[config.mk]
export PLATFORM = sky130hd
export DESIGN_NAME = sfrm_read_mapper
export DESIGN_NICKNAME = d
export VERILOG_FILES = /design/src/rtl/sfrm_pkg.sv /design/src/rtl/sfrm_read_mapper.sv /design/src/rtl/sfrm_lane_shifter.sv
export SDC_FILE = /design/constraint.sdc
export NUM_CORES = 1
export LEC_CHECK = 0
export BUFFER_PORTS_ARGS = -buffer_cell sky130_fd_sc_hd__buf_2
export CORE_MARGIN = 2
export CORE_UTILIZATION = 59
export DETAILED_ROUTE_END_ITERATION = 7
export GPL_TIMING_DRIVEN = 0
export PLACE_DENSITY_LB_ADDON = 0.2
export SETUP_SLACK_MARGIN = 0.3
export SYNTH_ARGS = -nofsm -noshare
export SYNTH_HDL_FRONTEND = slang
export SYNTH_SLANG_ARGS = --single-unit
export TNS_END_PERCENT = 10
[constraint.sdc]
create_clock -name pclk -period 2.75 [get_ports pclk]
set_input_delay 0.275 -clock pclk [delete_from_list [all_inputs] [get_ports pclk]]
set_output_delay 0.275 -clock pclk [all_outputs]
set_load 0.02 [all_outputs]
[src/rtl/sfrm_pkg.sv]
package sfrm_pkg;
	// timing
	localparam int unsigned PCLK_NS = 40;
	localparam int unsigned SCK_PERIOD_NS = 320;
	localparam int unsigned SCK_HALF_CYC = SCK_PERIOD_NS / (2 * PCLK_NS);
	localparam int unsigned CS_HIGH_NS = 80;
	localparam int unsigned CS_HIGH_CYC = (CS_HIGH_NS + PCLK_NS - 1) / PCLK_NS;

	// register map
	localparam int unsigned APB_AW = 12;
	localparam logic [11:0] OFS_OPCODE = 12'h000;
	localparam logic [11:0] OFS_ENABLE = 12'h004;
	localparam logic [11:0] OFS_OPTION = 12'h008;
	localparam logic [11:0] OFS_DUMMY = 12'h00C;
	localparam logic [11:0] OFS_STATUS = 12'h010;
	localparam logic [11:0] OFS_LASTADDR = 12'h014;
	localparam logic [11:0] OFS_COUNT = 12'h018;

	// field positions
	localparam int unsigned EN_OLW_LSB = 0;
	localparam int unsigned EN_OPT_LSB = 4;
	localparam int unsigned EN_AFMT_LSB = 8;
	localparam int unsigned EN_ALW_LSB = 12;
	localparam int unsigned EN_DME_BIT = 14;
	localparam int unsigned EN_DLW_LSB = 16;
	localparam int unsigned DM_CNT_LSB = 0;
	localparam int unsigned DM_LW_LSB = 16;
	localparam int unsigned ST_BUSY_BIT = 0;
	localparam int unsigned ST_STATE_LSB = 1;

	// write masks and reset values
	localparam logic [31:0] MASK_OPCODE = 32'h0000_00FF;
	localparam logic [31:0] MASK_ENABLE = 32'h0003_7FF3;
	localparam logic [31:0] MASK_OPTION = 32'hFFFF_FFFF;
	localparam logic [31:0] MASK_DUMMY = 32'h0003_0007;
	localparam logic [31:0] RST_OPCODE = 32'h0000_0003;
	localparam logic [31:0] RST_ENABLE = 32'h0000_0700;
	localparam logic [31:0] RST_OPTION = 32'h0000_0000;
	localparam logic [31:0] RST_DUMMY = 32'h0000_0000;

	// encodings
	localparam logic [1:0] LW_1 = 2'h0;
	localparam logic [1:0] LW_4 = 2'h2;
	localparam logic [3:0] AFMT_NONE = 4'h0;
	localparam logic [3:0] AFMT_24 = 4'h7;
	localparam logic [3:0] AFMT_32 = 4'hF;
	localparam logic [3:0] OPT_3 = 4'h8;
	localparam logic [3:0] OPT_32 = 4'hC;
	localparam logic [3:0] OPT_321 = 4'hE;
	localparam logic [3:0] OPT_3210 = 4'hF;

	// serial bit counts
	localparam logic [5:0] OPC_BITS = 6'h08;
	localparam logic [5:0] ADDR24_BITS = 6'h18;
	localparam logic [5:0] ADDR32_BITS = 6'h20;
	localparam logic [5:0] DATA_BITS = 6'h20;

	typedef enum logic [1:0] {
		SH_TX = 2'h0,
		SH_DUMMY = 2'h1,
		SH_RX = 2'h2
	} sfrm_shmode_t;

	typedef enum logic [2:0] {
		ST_IDLE = 3'h0,
		ST_CMD = 3'h1,
		ST_ADDR = 3'h3,
		ST_OPT = 3'h2,
		ST_DUMMY = 3'h6,
		ST_DATA = 3'h7,
		ST_DONE = 3'h5
	} sfrm_state_t;

	function automatic logic is_quad(input logic [1:0] lw);
		return lw == LW_4;
	endfunction : is_quad

	// serial clocks needed for a bit count on 1 or 4 lanes
	function automatic logic [5:0] sck_cycles(input logic [5:0] bits,
		input logic quad);
		return quad ? {2'h0, bits[5:2]} : bits;
	endfunction : sck_cycles
endpackage : sfrm_pkg

[src/rtl/sfrm_read_mapper.sv]
// The implementer's own choices: the APB slave port and the register addresses.
`timescale 1ns/1ns
//Contract
// RULE1: a mapped window read first sends the programmable 8-bit read opcode.
// RULE2: the opcode goes out on one or four lanes per its lane width.
// RULE3: four option bytes, three down to zero, are held and can be sent.
// RULE4: option enable selects none, byte three, three-two, three-one, or all.
// RULE5: a 3-bit dummy count sets 0 to 7 dummy cycles before data.
// RULE6: dummy cycles only while dummy insert enable is set; else none.
// RULE7: dummy phase uses one or four lanes per the dummy lane width.
// RULE8: read data is received on one or four lanes per data lane width.
// RULE9: address goes out as 24 or 32 bits per the address format field.
// RULE10: option enable codes are 0x8, 0xC, 0xE and 0xF.
// RULE11: order opcode, address, options, dummy, data; skip disabled ones.
// RULE12: the flash treats the sequence as one read and answers after dummies.
module sfrm_read_mapper #(
	parameter int unsigned SCK_HALF = sfrm_pkg::SCK_HALF_CYC,
	parameter int unsigned CS_HIGH = sfrm_pkg::CS_HIGH_CYC
) (
	input wire logic pclk,
	input wire logic presetn,
	input wire logic pce,
	input wire logic psel,
	input wire logic penable,
	input wire logic pwrite,
	input wire logic [sfrm_pkg::APB_AW-1:0] paddr,
	input wire logic [31:0] pwdata,
	output logic [31:0] prdata,
	output logic pready,
	output logic pslverr,
	input wire logic map_req,
	input wire logic [31:0] map_addr,
	output logic map_ack,
	output logic [31:0] map_rdata,
	output logic flash_sck,
	output logic flash_cs_n,
	output logic [3:0] flash_io_out,
	output logic [3:0] flash_io_oe,
	input wire logic [3:0] flash_io_in
);
	import sfrm_pkg::*;

	localparam logic [3:0] CS_HIGH_M = 4'(CS_HIGH);

	typedef struct packed {
		sfrm_state_t state;
		logic cs_n;
		logic launched;
		logic start;
		logic [3:0] cs_cnt;
		logic [31:0] addr;
		logic ack;
		logic [31:0] rdata;
		logic [31:0] count;
		logic [31:0] opcode_reg;
		logic [31:0] enable_reg;
		logic [31:0] option_reg;
		logic [31:0] dummy_reg;
		logic pready;
		logic pslverr;
		logic [31:0] prdata;
	} sfrm_top_t;

	localparam sfrm_top_t TOP_RST = '{
		state: ST_IDLE,
		cs_n: 1'b1,
		launched: 1'b0,
		start: 1'b0,
		cs_cnt: 4'h0,
		addr: 32'h0000_0000,
		ack: 1'b0,
		rdata: 32'h0000_0000,
		count: 32'h0000_0000,
		opcode_reg: RST_OPCODE,
		enable_reg: RST_ENABLE,
		option_reg: RST_OPTION,
		dummy_reg: RST_DUMMY,
		pready: 1'b0,
		pslverr: 1'b0,
		prdata: 32'h0000_0000
	};

	sfrm_top_t st_reg;
	sfrm_top_t st_next;

	sfrm_shmode_t sh_mode;
	logic sh_quad;
	logic [31:0] sh_data;
	logic [5:0] sh_ncyc;
	logic sh_done;
	logic [31:0] sh_rx;

	// number of option bytes sent, counted from byte three
	function automatic logic [2:0] opt_bytes(input logic [3:0] en);
		case (en)
			OPT_3: return 3'h1; // RULE10
			OPT_32: return 3'h2; // RULE10
			OPT_321: return 3'h3; // RULE10
			OPT_3210: return 3'h4; // RULE10
			default: return 3'h0; // RULE4
		endcase
	endfunction : opt_bytes

	function automatic logic phase_on(input sfrm_state_t s,
		input logic [31:0] en, input logic [31:0] dm);
		case (s)
			ST_ADDR: return en[EN_AFMT_LSB +: 4] != AFMT_NONE;
			ST_OPT: return opt_bytes(en[EN_OPT_LSB +: 4]) != 3'h0; // RULE4
			ST_DUMMY: return en[EN_DME_BIT] &&
				(dm[DM_CNT_LSB +: 3] != 3'h0); // RULE6
			default: return 1'b1;
		endcase
	endfunction : phase_on

	function automatic sfrm_state_t next_phase(input sfrm_state_t cur,
		input logic [31:0] en, input logic [31:0] dm);
		logic past_addr;
		logic past_opt;
		past_addr = (cur == ST_CMD) || (cur == ST_ADDR);
		past_opt = past_addr || (cur == ST_OPT);
		if (cur == ST_CMD && phase_on(ST_ADDR, en, dm)) begin
			return ST_ADDR; // RULE11
		end else if (past_addr && phase_on(ST_OPT, en, dm)) begin
			return ST_OPT; // RULE11
		end else if (past_opt && phase_on(ST_DUMMY, en, dm)) begin
			return ST_DUMMY; // RULE11
		end else if (cur != ST_DATA) begin
			return ST_DATA; // RULE11
		end else begin
			return ST_DONE;
		end
	endfunction : next_phase

	// index 7 marks an unmapped or misaligned address
	function automatic logic [2:0] reg_index(input logic [11:0] a);
		case (a)
			OFS_OPCODE: return 3'h0;
			OFS_ENABLE: return 3'h1;
			OFS_OPTION: return 3'h2;
			OFS_DUMMY: return 3'h3;
			OFS_STATUS: return 3'h4;
			OFS_LASTADDR: return 3'h5;
			OFS_COUNT: return 3'h6;
			default: return 3'h7;
		endcase
	endfunction : reg_index

	always_comb begin
		logic busy;
		logic setup;
		logic access;
		logic err;
		logic [2:0] idx;
		logic [31:0] rd;
		logic [31:0] status;
		logic aq;
		rd = 32'h0000_0000;
		err = 1'b0;
		busy = st_reg.state != ST_IDLE;
		setup = psel && !penable;
		access = psel && penable && st_reg.pready;
		idx = reg_index(paddr);
		status = 32'h0000_0000;
		status[ST_BUSY_BIT] = busy;
		status[ST_STATE_LSB +: 3] = st_reg.state;
		aq = is_quad(st_reg.enable_reg[EN_ALW_LSB +: 2]);
		st_next = st_reg;
		st_next.start = 1'b0;
		st_next.ack = 1'b0;

		// phase set-up seen by the shifter when start is high
		sh_mode = SH_TX;
		sh_quad = 1'b0;
		sh_data = 32'h0000_0000;
		sh_ncyc = 6'h00;
		case (st_reg.state)
			ST_CMD: begin
				sh_quad = is_quad(st_reg.enable_reg[EN_OLW_LSB +: 2]); // RULE2
				sh_data = {st_reg.opcode_reg[7:0], 24'h00_0000}; // RULE1
				sh_ncyc = sck_cycles(OPC_BITS, sh_quad); // RULE2
			end
			ST_ADDR: begin
				sh_quad = aq;
				if (st_reg.enable_reg[EN_AFMT_LSB +: 4] == AFMT_32) begin
					sh_data = st_reg.addr; // RULE9
					sh_ncyc = sck_cycles(ADDR32_BITS, aq); // RULE9
				end else begin
					sh_data = {st_reg.addr[23:0], 8'h00}; // RULE9
					sh_ncyc = sck_cycles(ADDR24_BITS, aq); // RULE9
				end
			end
			ST_OPT: begin
				// byte three sits on top, so it leaves first
				sh_quad = aq;
				sh_data = st_reg.option_reg; // RULE3
				sh_ncyc = sck_cycles({opt_bytes(
					st_reg.enable_reg[EN_OPT_LSB +: 4]), 3'h0}, aq); // RULE4
			end
			ST_DUMMY: begin
				sh_mode = SH_DUMMY;
				sh_quad = is_quad(st_reg.dummy_reg[DM_LW_LSB +: 2]); // RULE7
				sh_ncyc = {3'h0, st_reg.dummy_reg[DM_CNT_LSB +: 3]}; // RULE5
			end
			ST_DATA: begin
				sh_mode = SH_RX;
				sh_quad = is_quad(st_reg.enable_reg[EN_DLW_LSB +: 2]); // RULE8
				sh_ncyc = sck_cycles(DATA_BITS, sh_quad); // RULE8
			end
			default: begin
				sh_mode = SH_TX;
			end
		endcase

		if (st_reg.cs_cnt != 4'h0) begin
			st_next.cs_cnt = st_reg.cs_cnt - 4'h1;
		end

		case (st_reg.state)
			ST_IDLE: begin
				// ack still high means the requester has not yet let go
				if (map_req && !st_reg.ack && st_reg.cs_cnt == 4'h0) begin
					st_next.addr = map_addr;
					st_next.cs_n = 1'b0;
					st_next.launched = 1'b0;
					st_next.state = ST_CMD; // RULE1
				end
			end
			ST_CMD, ST_ADDR, ST_OPT, ST_DUMMY, ST_DATA: begin
				if (!st_reg.launched) begin
					st_next.start = 1'b1;
					st_next.launched = 1'b1;
				end else if (sh_done) begin
					st_next.launched = 1'b0;
					st_next.state = next_phase(st_reg.state,
						st_reg.enable_reg, st_reg.dummy_reg); // RULE11
				end
			end
			ST_DONE: begin
				// first byte off the wire lands in the low lane
				st_next.rdata = {sh_rx[7:0], sh_rx[15:8], sh_rx[23:16],
					sh_rx[31:24]}; // RULE8
				st_next.ack = 1'b1;
				st_next.cs_n = 1'b1;
				st_next.cs_cnt = CS_HIGH_M;
				st_next.count = st_reg.count + 32'h0000_0001;
				st_next.state = ST_IDLE;
			end
			default: begin
				st_next.state = ST_IDLE;
				st_next.cs_n = 1'b1;
			end
		endcase

		// APB slave, no wait states; answer prepared in the setup cycle
		case (idx)
			3'h0: rd = st_reg.opcode_reg;
			3'h1: rd = st_reg.enable_reg;
			3'h2: rd = st_reg.option_reg;
			3'h3: rd = st_reg.dummy_reg;
			3'h4: rd = status;
			3'h5: rd = st_reg.addr;
			3'h6: rd = st_reg.count;
			default: rd = 32'h0000_0000;
		endcase
		// config must not change under a running frame
		err = (idx == 3'h7) || (pwrite && (idx > 3'h3 || busy));
		st_next.pready = setup;
		st_next.pslverr = setup ? err : 1'b0;
		if (setup) begin
			st_next.prdata = (pwrite || err) ? 32'h0000_0000 : rd;
		end
		if (access && pwrite && !st_reg.pslverr) begin
			case (idx)
				3'h0: st_next.opcode_reg = pwdata & MASK_OPCODE; // RULE1
				3'h1: st_next.enable_reg = pwdata & MASK_ENABLE; // RULE4
				3'h2: st_next.option_reg = pwdata & MASK_OPTION; // RULE3
				3'h3: st_next.dummy_reg = pwdata & MASK_DUMMY; // RULE5
				default: st_next.count = st_reg.count;
			endcase
		end
	end

	always_ff @(posedge pclk or negedge presetn) begin
		if (!presetn) begin
			st_reg <= TOP_RST;
		end else if (pce) begin
			st_reg <= st_next;
		end
	end

	sfrm_lane_shifter #(
		.HALF(SCK_HALF)
	) u_shifter (
		.pclk(pclk),
		.presetn(presetn),
		.ce(pce),
		.start(st_reg.start),
		.mode(sh_mode),
		.quad(sh_quad),
		.tx_data(sh_data),
		.ncyc(sh_ncyc),
		.done(sh_done),
		.rx_data(sh_rx),
		.sck(flash_sck),
		.io_out(flash_io_out),
		.io_oe(flash_io_oe),
		.io_in(flash_io_in)
	);

	assign prdata = st_reg.prdata;
	assign pready = st_reg.pready;
	assign pslverr = st_reg.pslverr;
	assign map_ack = st_reg.ack;
	assign map_rdata = st_reg.rdata;
	assign flash_cs_n = st_reg.cs_n;
endmodule : sfrm_read_mapper

[src/rtl/sfrm_lane_shifter.sv]
`timescale 1ns/1ns
module sfrm_lane_shifter #(
	parameter int unsigned HALF = sfrm_pkg::SCK_HALF_CYC
) (
	input wire logic pclk,
	input wire logic presetn,
	input wire logic ce,
	input wire logic start,
	input wire sfrm_pkg::sfrm_shmode_t mode,
	input wire logic quad,
	input wire logic [31:0] tx_data,
	input wire logic [5:0] ncyc,
	output logic done,
	output logic [31:0] rx_data,
	output logic sck,
	output logic [3:0] io_out,
	output logic [3:0] io_oe,
	input wire logic [3:0] io_in
);
	import sfrm_pkg::*;

	localparam logic [7:0] HALF_M1 = 8'(HALF - 1);

	typedef struct packed {
		logic busy;
		logic done;
		logic sck;
		logic [7:0] half;
		logic [5:0] left;
		logic [31:0] sr;
		logic quad;
		sfrm_shmode_t mode;
		logic [3:0] io_out;
		logic [3:0] io_oe;
		logic [3:0] sync1;
		logic [3:0] sync2;
	} sfrm_sh_t;

	sfrm_sh_t sh_reg;
	sfrm_sh_t sh_next;

	always_comb begin
		logic [31:0] shifted;
		shifted = '0;
		sh_next = sh_reg;
		sh_next.done = 1'b0;
		sh_next.sync1 = io_in;
		sh_next.sync2 = sh_reg.sync1;
		if (start && !sh_reg.busy) begin
			sh_next.busy = (ncyc != 6'h00);
			sh_next.done = (ncyc == 6'h00);
			sh_next.sck = 1'b0;
			sh_next.half = 8'h00;
			sh_next.left = ncyc;
			sh_next.sr = tx_data;
			sh_next.quad = quad;
			sh_next.mode = mode;
			// receive leaves every lane to the flash
			if (mode == SH_RX) begin
				sh_next.io_oe = 4'h0;
			end else begin
				sh_next.io_oe = quad ? 4'hF : 4'h1;
			end
			if (mode == SH_TX) begin
				sh_next.io_out = quad ? tx_data[31:28] : {3'h0, tx_data[31]};
			end else begin
				sh_next.io_out = 4'h0;
			end
		end else if (sh_reg.busy) begin
			if (sh_reg.half != HALF_M1) begin
				sh_next.half = sh_reg.half + 8'h01;
			end else begin
				sh_next.half = 8'h00;
				if (!sh_reg.sck) begin
					sh_next.sck = 1'b1;
					// sample on the rising edge, flash shifts on falling
					if (sh_reg.mode == SH_RX) begin
						if (sh_reg.quad) begin
							sh_next.sr = {sh_reg.sr[27:0], sh_reg.sync2};
						end else begin
							sh_next.sr = {sh_reg.sr[30:0], sh_reg.sync2[1]};
						end
					end
				end else begin
					sh_next.sck = 1'b0;
					sh_next.left = sh_reg.left - 6'h01;
					if (sh_reg.mode == SH_TX) begin
						shifted = sh_reg.quad ? {sh_reg.sr[27:0], 4'h0}
							: {sh_reg.sr[30:0], 1'b0};
						sh_next.sr = shifted;
						sh_next.io_out = sh_reg.quad ? shifted[31:28]
							: {3'h0, shifted[31]};
					end
					if (sh_reg.left == 6'h01) begin
						sh_next.busy = 1'b0;
						sh_next.done = 1'b1;
					end
				end
			end
		end
	end

	always_ff @(posedge pclk or negedge presetn) begin
		if (!presetn) begin
			sh_reg <= '0;
		end else if (ce) begin
			sh_reg <= sh_next;
		end
	end

	assign done = sh_reg.done;
	assign rx_data = sh_reg.sr;
	assign sck = sh_reg.sck;
	assign io_out = sh_reg.io_out;
	assign io_oe = sh_reg.io_oe;
endmodule : sfrm_lane_shifter

### Yosys cells after proc, flatten, opt, wreduce, memory -nomap -nowiden

Cells that the tools add are included.

| word-level totals | value |
|---|---|
| input port bits | 87 |
| flip-flop bits (word level) | 269 |

| operators by class | value |
|---|---|
| magnitude comparators | 1 |
| reduce and logical (&&, ||, !) cells | 62 |
| bitwise gates (word level) | 1 |
| equality and inequality tests | 39 |
| muxes and demuxes | 79 |
| add/subtract/negate cells | 4 |

Operator list:

| cell | number |
|---|---|
| 32-bit 2-to-1 mux | 9 |
| 32-bit one-hot mux with 7 select lines | 1 |
| 160-bit 2-to-1 mux | 1 |
| 49-bit 2-to-1 mux | 2 |
| 32-bit one-hot mux with 3 select lines | 1 |
| 65-bit 2-to-1 mux | 1 |
| 4-bit 2-to-1 mux | 13 |
| 38-bit 2-to-1 mux | 1 |
| 12-bit by 5-bit == test with 1-bit output, second input constant | 3 |
| 18-bit 2-to-1 mux | 2 |
| 32-bit by 1-bit adder with 32-bit output, second input constant | 1 |
| 6-bit 2-to-1 mux | 5 |
| 6-bit one-hot mux with 5 select lines | 1 |
| 3-bit 2-to-1 mux | 9 |
| 12-bit by 4-bit == test with 1-bit output, second input constant | 2 |
| 3-bit AND reduction | 8 |
| 3-bit == test, second input constant | 7 |
| 3-bit one-hot mux with 7 select lines | 1 |
| 4-bit == test, second input constant | 5 |
| 1-bit 2-to-1 mux | 18 |
| 8-bit 2-to-1 mux | 2 |
| 1-bit logical AND | 13 |
| 12-bit by 3-bit == test with 1-bit output, second input constant | 1 |
| 2-bit == test, second input constant | 6 |
| other kinds (36) | 73 |

### Logic depth before layout (Yosys ltp)

Gate-level depths: netlist of run 1.

| depth | value |
|---|---|
| depth after elaboration | 27 |
| gate-level depth with buffers | 10 |
| depth with buffers taken out | 8 |

### By module

A second synthesis of run 1 with hierarchy kept.

| second synthesis, totals | value |
|---|---|
| cell total of the unflattened synthesis | 1324 |
| area total of the unflattened synthesis | 14521.4 µm² |

By module, submodules not included:

| module | seq. area each (µm²) | cells each | times used | area each (µm²) |
|---|---|---|---|---|
| sfrm_read_mapper | 5037.3 | 925 | 1 | 10453.8 |
| sfrm_lane_shifter | 1651.6 | 399 | 1 | 4067.7 |

### Worst setup path before layout of run 1

Ideal clock, no wire load.

| timing | value |
|---|---|
| path type | flip-flop to flip-flop |
| start | register u_shifter.sh_reg[57] (netlist bit) |
| end | register u_shifter.sh_reg[67] (netlist bit) |
| required time | 2.608 ns |
| setup slack | 0.647 ns |
| arrival time | 1.961 ns |
| cell stages (with the launch flop) | 7 |
| period minus slack after synthesis | 2.103 ns |
| path through | dfrtp_1 > ha_1 > or3b_2 > or4_4 > o21ai_2 > and4_1 > a221oi_1 |

| on the way | value |
|---|---|
| longest elaborated chain between the ends | 4 |

Ends and longest elaborated chain:

| item | line | RTL |
|---|---|---|
| from (decl) | sfrm_lane_shifter.sv:39 | `sfrm_sh_t sh_reg;` |
| from (signal assigned) | sfrm_lane_shifter.sv:107 | `sh_reg <= sh_next;` |
| 8-bit by 2-bit inequality test with 1-bit output | sfrm_lane_shifter.sv:70 | `if (sh_reg.half != HALF_M1) begin` |
| 3-bit 2-to-1 mux | sfrm_lane_shifter.sv:70 |  |
| 49-bit 2-to-1 mux | sfrm_lane_shifter.sv:69 | `end else if (sh_reg.busy) begin` |
| 49-bit 2-to-1 mux | sfrm_lane_shifter.sv:49 | `if (start && !sh_reg.busy) begin` |

No other way between the ends. The select of a mux whose other input is x is not followed.
A chain may end at the register's enable or synchronous reset.

### Worst setup path after layout of run 1

| timing | value |
|---|---|
| start | register st_reg[267] (netlist bit) |
| end | register st_reg[174] (netlist bit) |

| on the way | value |
|---|---|
| longest elaborated chain between the ends | 4 |

Ends and longest elaborated chain:

| item | line | RTL |
|---|---|---|
| from (decl) | sfrm_read_mapper.sv:83 | `sfrm_top_t st_reg;` |
| from (signal assigned) | sfrm_read_mapper.sv:287 | `st_reg <= st_next;` |
| 3-bit == test * | sfrm_read_mapper.sv:218 | `case (st_reg.state)` |
| 65-bit 2-to-1 mux * | sfrm_read_mapper.sv:218 |  |
| 32-bit 2-to-1 mux | sfrm_read_mapper.sv:273 | `case (idx)` |
| 160-bit 2-to-1 mux * | sfrm_read_mapper.sv:272 | `if (access && pwrite && !st_reg.pslverr) begin` |

Mark *: on every way between the ends. The rest lies on a longest branch, timed or not. The select of a mux whose other input is x is not followed.

==> results of run 1 <==
[through the flow]
step                TNS [ns]  instance area [um2]  cells  hold WS, ns
floorplan                  0                13800   1363      -0.0206
global placement     -898.53                15000   1843        0.459
detailed placement     -5.93                15100   1845        0.231
CTS                        0                16700   1963      0.00647
global route               0                16800   1964      0.00709
finish                     0                16800   1964       0.0168
[worst max-delay path by stage]
stage | endpoint
global route | u_shifter.rx_data[26]
floorplan | u_shifter.sh_reg[67]
global placement | st_reg[110]
finish | st_reg[174]
CTS | u_shifter.rx_data[18]
detailed placement | st_reg[232]
[final cells by class]
cell class | instances | share of cell area (%)
Sequential cell | 267 | 39.9
Multi-Input combinational cell | 919 | 37.0
Timing Repair Buffer | 227 | 9.01
Buffer | 156 | 5.45
Clock buffer | 37 | 4.75
Tap cell | 319 | 2.38
Clock inverter | 17 | 1.03
Inverter | 21 | 0.471
Antenna cell | 1 | 0.0149
[repair_timing]
item,CTS,global route
gates resized for setup,3,15
hold buffers,63,0
endpoints found under the setup margin,45,88
endpoints found under the hold margin,127,0
pin swaps,1,0
buffers inserted,1,0
[where the power goes]
group / internal, W / total (W) / switching (W)
clock network: 0.00233 / 0.00400 / 0.00167
registers: 0.00419 / 0.00450 / 0.000309
logic: 0.000698 / 0.00195 / 0.00125
[cells in the final DEF, fill, tap and decap left out, types with 12 or more instances in the layout]
cell           synthesis  layout
nand4_1               18      18
xor2_1                17      17
a21oi_1               36      35
a222oi_1              19      19
mux2i_1               61      61
nor2_1                74      74
o21ai_0               62      59
a22o_1                19      19
buf_4                 77      79
mux2_1                80      80
dlygate4sd3_1          0      63
clkbuf_16              0      29
xnor2_1               23      23
and3_1                12      12
a22oi_1               19      19
o21ai_1               47      49
dfrtp_1              261     260
nand3_1               27      27
buf_2                 25     184
mux2_2                33      33
clkbuf_1              51      53
nand2_1              212     212
nor2b_1               12      12
inv_1                 20      20
[cell families after synthesis]
logic type,after synthesis
compound gates,277
buf+inv,177
simple gates,418
flops,267
xor+xnor,40
fa+ha+maj,9
mux,175
[per-layer routing]
| layer | track usage, % | vias to the layer above | share of wire [%] | routed length, um |
|---|---|---|---|---|
| met4 | 16.4 | 0 | 5.3 | 2340 |
| li1 | - | 5327 | - | - |
| met5 | 0 | - | 0 | 0 |
| met2 | 58.1 | 660 | 47 | 20500 |
| met1 | 47.0 | 5844 | 39 | 17200 |
| met3 | 6.03 | 157 | 8.6 | 3760 |
==> run_results.csv, run 1 <==
group,metric,value,unit
status,status,"finished, final reports clean",
placement,port_buffers,161,
layout,layout.nets,1717,
layout,largest_reg_flops,133,
global_route,grt_use_total,35.7,%
floorplanning,initial_core_util,59.5,%
floorplanning,die-area,0.0247,mm2
critical_path,cp.arrival,2.92,ns
worst_hold_path,hold_end,"st_reg[132]",
route,ant_nets,0,
global_route,overflow,0,
worst_hold_path,whs_path_depth,2,
critical_path,rrSetupSlack,0.30,ns
timing,clock_skew,0.0307,ns
critical_path,startpoint,"st_reg[267]",
route,dr_total_vias,11988,
clock_network,cts.clk_slew.worst_paths,0.06,ns
synth,synth_adder_area_share,0.814,%
floorplanning,row_count,56,
route,viasPerCell,6.10,
critical_path,r2r-start,"st_reg[267]",
layout,syn_to_final_growth,21.1,%
critical_path,cp-start-kind,"flip-flop",
critical_path,crit_slowest_cell,"or4_1",
critical_path,cp.depth,6,
layout,regArea,0.00669,mm2
timing,tightest_slew,0.939,ns
pwr,p_per_area,623,mW/mm2
synth,synthFlopType,"dfrtp_1",
synth,synth_area_leaders,"dfrtp_1, mux2_1, nand2_1, mux2i_1, buf_4",
run,max-cap-violations,0,
route,postRouteWirelength,43700,um
timing,setup_viol,0,
timing,setup_slack,0.296,ns
synth,yosysMostFrequentCell,"dfrtp_1",
critical_path,worstSetupEndpointType,"flip-flop",
layout,multi_input_area,0.00619,mm2
synth,synth-edff-count,0,
synth,synth_seq_cells,267,
floorplanning,die_h,157,um
route,firstDrtPassIters,8,
timing,hold_viol_final,0,
critical_path,slowest_delay,0.60,ns
clock_network,clock_sinks,267,
critical_path,path_cells,"and2b_1 -> and3_1 -> buf_2 -> o21ai_2 -> or4_1 -> xnor2_1",
synth,synth_cell_types,74,
placement,gp_congestion,1.00,
floorplanning,top_level_ports,164,
critical_path,required,3.22,ns
clock_network,clockRootBuffer,"clkbuf_16",
route,remaining_drc_errors,0,
global_route,grt_max_degree,116,
route,drt_iter0_markers,1332,
pwr,ir_drop,0.594,mV
critical_path,crit_fanout,8,
global_route,antenna_found_initial,1,
synth,syn_nets,1459,
layout,layout.filler_cells,1790,
timing,post-route-period-util,89.2,%
pwr,p_leak,8.20,nW
floorplanning,core,0.0233,mm2
synth,ys_seq_area_share,48.3,%
critical_path,reg2regPathDepth,6,
synth,synth.top_cell.area_share,47.2,%
synth,synth_top_family_by_area,"simple AND/OR/NAND/NOR gates",
synth,syn_area,0.0138,mm2
global_route,grt_pass1_vias,11757,
placement,dpl.hpwl,31100,um
synth,yosys.area_share.simple,14.2,%
synth,synth_cells,1363,
critical_path,worstReg2RegEnd,"st_reg[174]",
clock_network,clk_path_buf_depth,3,
route,avgRoutedWirePerCell,22.3,um
layout,utilization,72.0,%
timing,relSlewSlack,37.2,%
timing,period_minus_slack,2.45,ns
synth,synth_mux_area_share,13.8,%
floorplanning,chipWidth,157,um
synth,synthXorXnorAreaFrac,2.53,%
critical_path,crit_type,"reg2reg",
pwr,finalPower,0.0104,W
critical_path,crit_family,"simple AND/OR/NAND/NOR gates",
synth,synth_compound_area_share,13.3,%
worst_hold_path,min_path_type,"in2reg",
synth,netlist_top_cells_count,"dfrtp_1, nand2_1, mux2_1, buf_4, nor2_1",
timing,timing.final.max_slew_violations,0,
clock_network,cts_tree,"built",
placement,post-place-ws,-0.240,ns
clock_network,clock_latency,0.57,ns
timing,rsz0062_at_grt,"yes",
global_route,grt_pass1_wl,66900,um
worst_hold_path,hold_start,"pwdata[2]",
critical_path,crit_buf_inv,1,
clock_network,htreeDepth,1,
synth,ys_warn_count,0,
timing,max_freq,407,MHz
clock_network,numCtsBuffers,29,
layout,layout-drive-gt1-share,23.0,%
synth,synth_top_cell_by_area,"dfrtp_1",
synth,syn-mean-instance-area,10.2,um2
synth,synthArstFlopShare,100,%
Power figures use the tool's default switching activity.
==> inputs of run 2 (changes only) <==
Settings changed: SETUP_SLACK_MARGIN 0.3 to 0.5.
==> run_results.csv, run 2 (synthesis gave the netlist of run 1 again) <==
group,metric,value,unit
status,status,"finished, final reports clean",
critical_path,crit_fanout,10,
floorplanning,die-area,0.0247,mm2
critical_path,path_cells,"buf_2 -> clkbuf_1 -> inv_2 -> nor3b_1 -> nand3_1 -> clkbuf_1 -> o21ai_1",
pwr,p_per_area,624,mW/mm2
floorplanning,top_level_ports,164,
worst_hold_path,min_path_type,"in2reg",
route,remaining_drc_errors,0,
clock_network,htreeDepth,1,
placement,dpl.hpwl,31100,um
run,max-cap-violations,0,
clock_network,clk_path_buf_depth,3,
timing,tightest_slew,0.962,ns
critical_path,slowest_delay,0.82,ns
critical_path,cp-start-kind,"input pin",
route,postRouteWirelength,43800,um
floorplanning,row_count,56,
layout,layout.nets,1722,
global_route,overflow,0,
global_route,grt_use_total,35.7,%
clock_network,clock_sinks,267,
global_route,grt_max_degree,116,
timing,max_freq,423,MHz
pwr,ir_drop,0.593,mV
placement,placed_cell_area,0.0151,mm2
pwr,power.net_switching,0.00328,W
placement,gp_congestion,1.00,
critical_path,crit_family,"simple AND/OR/NAND/NOR gates",
critical_path,worstSetupEndpointType,"flip-flop",
layout,layoutNonFillerInstCount,1969,
layout,largest_reg_flops,133,
layout,final_area,0.0169,mm2
layout,final_cell_mix,"dfrtp_1, nand2_1, buf_2, buf_4, mux2_1",
route,avgRoutedWirePerCell,22.3,um
critical_path,cp.arrival,2.83,ns
floorplanning,core,0.0233,mm2
route,drt_iter0_markers,1460,
route,dr_total_vias,12122,
pwr,p_int,0.00727,W
global_route,grt_pass1_vias,11813,
critical_path,required,3.22,ns
clock_network,cts_tree,"built",
pwr,finalPower,0.0105,W
layout,layout.filler_cells,1777,
floorplanning,initial_core_util,59.5,%
critical_path,crit_buf_inv,4,
timing,hold_viol_final,0,
route,viasPerCell,6.16,
critical_path,path_common_cell,"clkbuf_1",
timing,setup_viol,0,
timing,period_minus_slack,2.36,ns
timing,timing.final.max_slew_violations,0,
floorplanning,chipWidth,157,um
floorplanning,die_h,157,um
pwr,p_seq_share,42.8,%
clock_network,numCtsBuffers,29,
layout,multi_input_area,0.00626,mm2
layout,syn_to_final_growth,22.1,%
clock_network,cts.clk_slew.worst_paths,0.07,ns
pwr,p_comb_share,19.2,%
timing,relSlewSlack,35.7,%
timing,clock_skew,0.0289,ns
timing,hold_ws,0.00278,ns
route,firstDrtPassIters,7,
critical_path,crit_type,"in2reg",
placement,port_buffers,161,
layout,layout-drive-gt1-share,24.1,%
critical_path,crit_slowest_cell,"nor3b_1",
route,ant_nets,0,
pwr,swShare,31.1,%
timing,post-route-period-util,86.0,%
global_route,antenna_found_initial,1,
layout,regArea,0.00669,mm2
timing,rsz0062_at_grt,"yes",
global_route,grt_pass1_wl,67000,um
clock_network,clock_latency,0.57,ns
pwr,p_clk_share,38.0,%
clock_network,clockRootBuffer,"clkbuf_16",
placement,dp_cells,1845,
pwr,p_leak,8.24,nW
layout,final_common_cell,"dfrtp_1",
run 2: cell count changes in the layout (fill, tap and decap cells not counted), moves of 2 or more:
| cell | previous run | this run |
|---|---|---|
| buf_6 | 0 | 2 |
| clkbuf_4 | 1 | 4 |
| buf_4 | 79 | 85 |
| o21ai_2 | 3 | 5 |
| o21ai_1 | 49 | 47 |
| buf_2 | 184 | 178 |
| clkbuf_1 | 53 | 51 |
run 2: final timing paths:
| check | start | end | slack [ns] | depth (start not counted) |
|---|---|---|---|---|
| worst max-delay path | pce | prdata[30] | 0.39 | 7 |
| worst min-delay path | pwdata[7] | st_reg[73] | 0.003 | 2 |
| worst max register to register | st_reg[259] | st_reg[243] | 0.44 | 7 |
| worst min register to register | map_rdata[27] | map_rdata[27] | 0.47 | 2 |
| max in group asynchronous | presetn | u_shifter.sh_reg[58] | 1.57 | 3 |
| min in group asynchronous | presetn | map_rdata[11] | 0.24 | 2 |
run 2: cell type report:
| type | instances | share of cell area [%] |
|---|---|---|
| Clock buffer | 37 | 4.71 |
| Timing Repair Buffer | 232 | 9.15 |
| Multi-Input combinational cell | 919 | 37.0 |
| Tap cell | 319 | 2.36 |
| Clock inverter | 17 | 1.02 |
| Buffer | 156 | 5.64 |
| Sequential cell | 267 | 39.6 |
| Inverter | 21 | 0.466 |
| Antenna cell | 1 | 0.0148 |
run 2: what timing repair did:
action / CTS / global route
hold buffers: 63 / 0
gates cloned: 0 / 0
setup endpoints to repair: 109 / 139
endpoints found under the hold margin: 127 / 0
pin swaps: 2 / 7
buffers inserted: 1 / 5
resized for setup: 16 / 31
run 2: power by group through the flow:
stage / sequential [W] / combinational (W) / clock, W
after floorplan: 0.00445 / 0.00122 / 0
after global placement: 0.00454 / 0.00177 / 0
after detailed placement: 0.00454 / 0.00182 / 0
after CTS: 0.00449 / 0.00192 / 0.00397
after global routing: 0.00454 / 0.00220 / 0.00417
final: 0.00451 / 0.00203 / 0.00401
run 2: metal layers:
metal	part of all wire, %	global-route usage [%]	routed length (um)	vias up
li1	-	-	-	5346
met1	39	46.9	17100	5917
met2	47	58.5	20700	709
met3	8.9	6.22	3920	150
met4	4.8	15.7	2090	0
met5	0	0	0	-
run 2: through the flow:
| stage | worst slack [ns] | TNS, ns | util [%] |
|---|---|---|---|
| 3_5_place_dp | -0.240 | -5.93 | 64.9 |
| 4_1_cts | 0.416 | 0 | 72.0 |
| 5_1_grt | 0.312 | 0 | 72.6 |
| 2_1_floorplan | 0.647 | 0 | - |
| 3_3_place_gp | -3.40 | -898.53 | 64.7 |
| 6_report | 0.386 | 0 | 72.6 |
==> inputs of run 3 (changes only) <==
Settings changed: ABC_AREA set to 1, BUFFER_PORTS_ARGS -buffer_cell sky130_fd_sc_hd__buf_2 to -buffer_cell sky130_fd_sc_hd__buf_4.
==> run_results.csv, run 3 <==
group,metric,value,unit
timing,tightest_slew,0.796,ns
layout,layout.nets,2260,
pwr,power.net_switching,0.00378,W
floorplanning,top_level_ports,164,
synth,synth-edff-count,0,
clock_network,clock_sinks,267,
floorplanning,initial_core_util,59.6,%
clock_network,cts_tree,"built",
floorplanning,chipWidth,160,um
timing,hold_viol_final,0,
critical_path,crit_type,"reg2reg",
floorplanning,die-area,0.0257,mm2
worst_hold_path,hold_start,"map_addr[24]",
pwr,p_comb_share,24.3,%
global_route,grt_use_total,36.7,%
timing,setup_tns,0,ns
critical_path,cp.arrival,2.61,ns
critical_path,worstSetupEndpointType,"flip-flop",
route,postRouteWirelength,46800,um
pwr,p_seq_share,41.1,%
synth,synthFlopType,"dfrtp_1",
placement,dpl.hpwl,35400,um
pwr,finalPower,0.0118,W
synth,syn_nets,2034,
synth,syn-mean-instance-area,7.44,um2
global_route,grt_max_degree,120,
critical_path,crit_family,"simple AND/OR/NAND/NOR gates",
timing,period_minus_slack,2.18,ns
critical_path,required,3.18,ns
timing,relSlewSlack,46.9,%
pwr,p_int,0.00800,W
pwr,p_leak,8.94,nW
clock_network,clock_latency,0.55,ns
timing,setup_viol,0,
synth,synth_area_leaders,"dfrtp_1, nand2_1, o21ai_0, inv_1, buf_4",
layout,largest_reg_flops,133,
clock_network,numCtsBuffers,28,
layout,layout-drive-gt1-share,16.2,%
timing,setup_slack,0.569,ns
synth,ys_seq_area_share,46.4,%
pwr,swShare,32.1,%
pwr,p_per_area,675,mW/mm2
synth,synth_seq_cells,267,
floorplanning,core,0.0242,mm2
floorplanning,die_h,160,um
clock_network,clk_path_buf_depth,3,
timing,post-route-period-util,79.3,%
synth,syn_area,0.0144,mm2
route,dr_total_vias,14038,
floorplanning,row_count,57,
pwr,p_clk_share,34.7,%
route,remaining_drc_errors,0,
status,status,"finished, final reports clean",
placement,post-place-ws,0.283,ns
synth,netlist_top_cells_count,"nand2_1, dfrtp_1, o21ai_0, inv_1, nor2_1",
synth,synth_cell_types,42,
critical_path,startpoint,"st_reg[266]",
critical_path,cp-start-kind,"flip-flop",
critical_path,path_cells,"buf_4 -> inv_2 -> nor3_2 -> nand2_2 -> nor2_2 -> buf_4 -> inv_2 -> buf_2 -> nand2_1 -> nand2_1",
synth,synthArstFlopShare,100,%
route,firstDrtPassIters,6,
layout,final_cell_mix,"nand2_1, dfrtp_1, buf_4, o21ai_0, inv_1",
global_route,overflow,0,
clock_network,cts.clk_slew.worst_paths,0.06,ns
timing,rsz0062_at_grt,"yes",
route,avgRoutedWirePerCell,18.7,um
critical_path,crit_slowest_cell,"dfrtp_1",
timing,max_freq,459,MHz
timing,timing.final.max_slew_violations,0,
timing,hold_ws,0.000928,ns
run,max-cap-violations,0,
synth,ys_warn_count,0,
global_route,grt_pass1_vias,13491,
placement,dp_cells,2427,
synth,synth_top_cell_by_area,"dfrtp_1",
route,ant_nets,0,
route,drt_iter0_markers,1769,
synth,yosysMostFrequentCell,"nand2_1",
worst_hold_path,min_path_type,"in2reg",
placement,port_buffers,163,
synth,synth_cells,1938,
timing,clock_skew,0.0213,ns
layout,final_common_cell,"nand2_1",
placement,gp_congestion,1.01,
clock_network,post_cts_buffers,0,
layout,syn_to_final_growth,21.0,%
clock_network,clockRootBuffer,"clkbuf_16",
critical_path,r2r-start,"st_reg[266]",
critical_path,crit_fanout,10,
global_route,antenna_found_initial,1,
critical_path,crit_buf_inv,5,
critical_path,slowest_delay,0.33,ns
layout,layoutNonFillerInstCount,2511,
pwr,ir_drop,0.541,mV
synth,synth.top_cell.area_share,45.3,%
clock_network,htreeDepth,1,
global_route,grt_pass1_wl,73800,um
route,viasPerCell,5.59,
[run 3: cell types whose count changed in the layout (fill, tap and decap cells not counted), sizes merged, moves of 35 or more]
cell	before	now
inv	23	177
nand3	28	90
mux2	113	13
o211ai	1	36
nand2	212	668
nor2	75	152
a21oi	36	75
mux2i	61	0
o21ai	111	204
[run 3: worst min-delay path, stage by stage]
cell	delay (ns)
buf_4	0.08
nor2_1	0.04
a21oi_1	0.11
[run 3: cell type report]
type	count	area [um2]
Fill cell	1951	6740
Sequential cell	267	6690
Multi-Input combinational cell	1338	6170
Timing Repair Buffer	196	1600
Buffer	154	910
Clock buffer	40	837
Inverter	179	672
Tap cell	324	405
Clock inverter	12	163
Antenna cell	1	2.50
[run 3: per-stage QoR]
stage / instance area [um2] / util [%]
after floorplan: 14400 / -
after global placement: 16000 / 66.4
after detailed placement: 16100 / 66.6
after CTS: 17400 / 72.1
after global routing: 17400 / 72.1
final: 17400 / 72.1
[run 3: cell families (layout without fill, tap and decap cells)]
logic type	count (synthesis)	count (layout)	share of synthesized area (%)
fa+ha+maj	9	9	0.781
buf+inv	333	581	10.9
xor+xnor	28	28	1.70
compound gates	328	328	12.2
mux	13	13	1.02
other cells	0	1	0
flops	267	267	46.4
simple gates	960	960	27.0
[run 3: layer usage]
metal	share of wire (%)	vias up	wire length, um	track usage [%]
met5	0	-	0	0
met4	3.7	0	1760	12.4
met3	9.5	113	4430	7.18
met2	46	717	21500	58.4
met1	41	6651	19100	51.0
li1	-	6557	-	-
[run 3: final timing paths]
path                                        end  slack (ns)  cells past startpoint
setup / recovery                    st_reg[180]        0.57                     10
hold / removal                      st_reg[251]      0.0009                      3
setup reg to reg                    st_reg[180]        0.57                     10
hold reg to reg            u_shifter.sh_next[3]        0.48                      2
max in group asynchronous           st_reg[175]        1.47                      3
min in group asynchronous             prdata[1]        0.28                      2
[run 3: repair_timing]
item | in CTS | in global routing
hold buffers | 31 | 0
pin swaps | 0 | 0
setup endpoints to repair | 22 | 12
hold endpoints to repair | 99 | 0
gates resized for setup | 5 | 3
[run 3: power groups by stage]
stage,clock (W),sequential (W),combinational [W]
after floorplan,0,0.00479,0.00181
after global placement,0,0.00486,0.00269
after detailed placement,0,0.00489,0.00275
after CTS,0.00409,0.00482,0.00282
after global routing,0.00427,0.00489,0.00316
final,0.00408,0.00483,0.00286
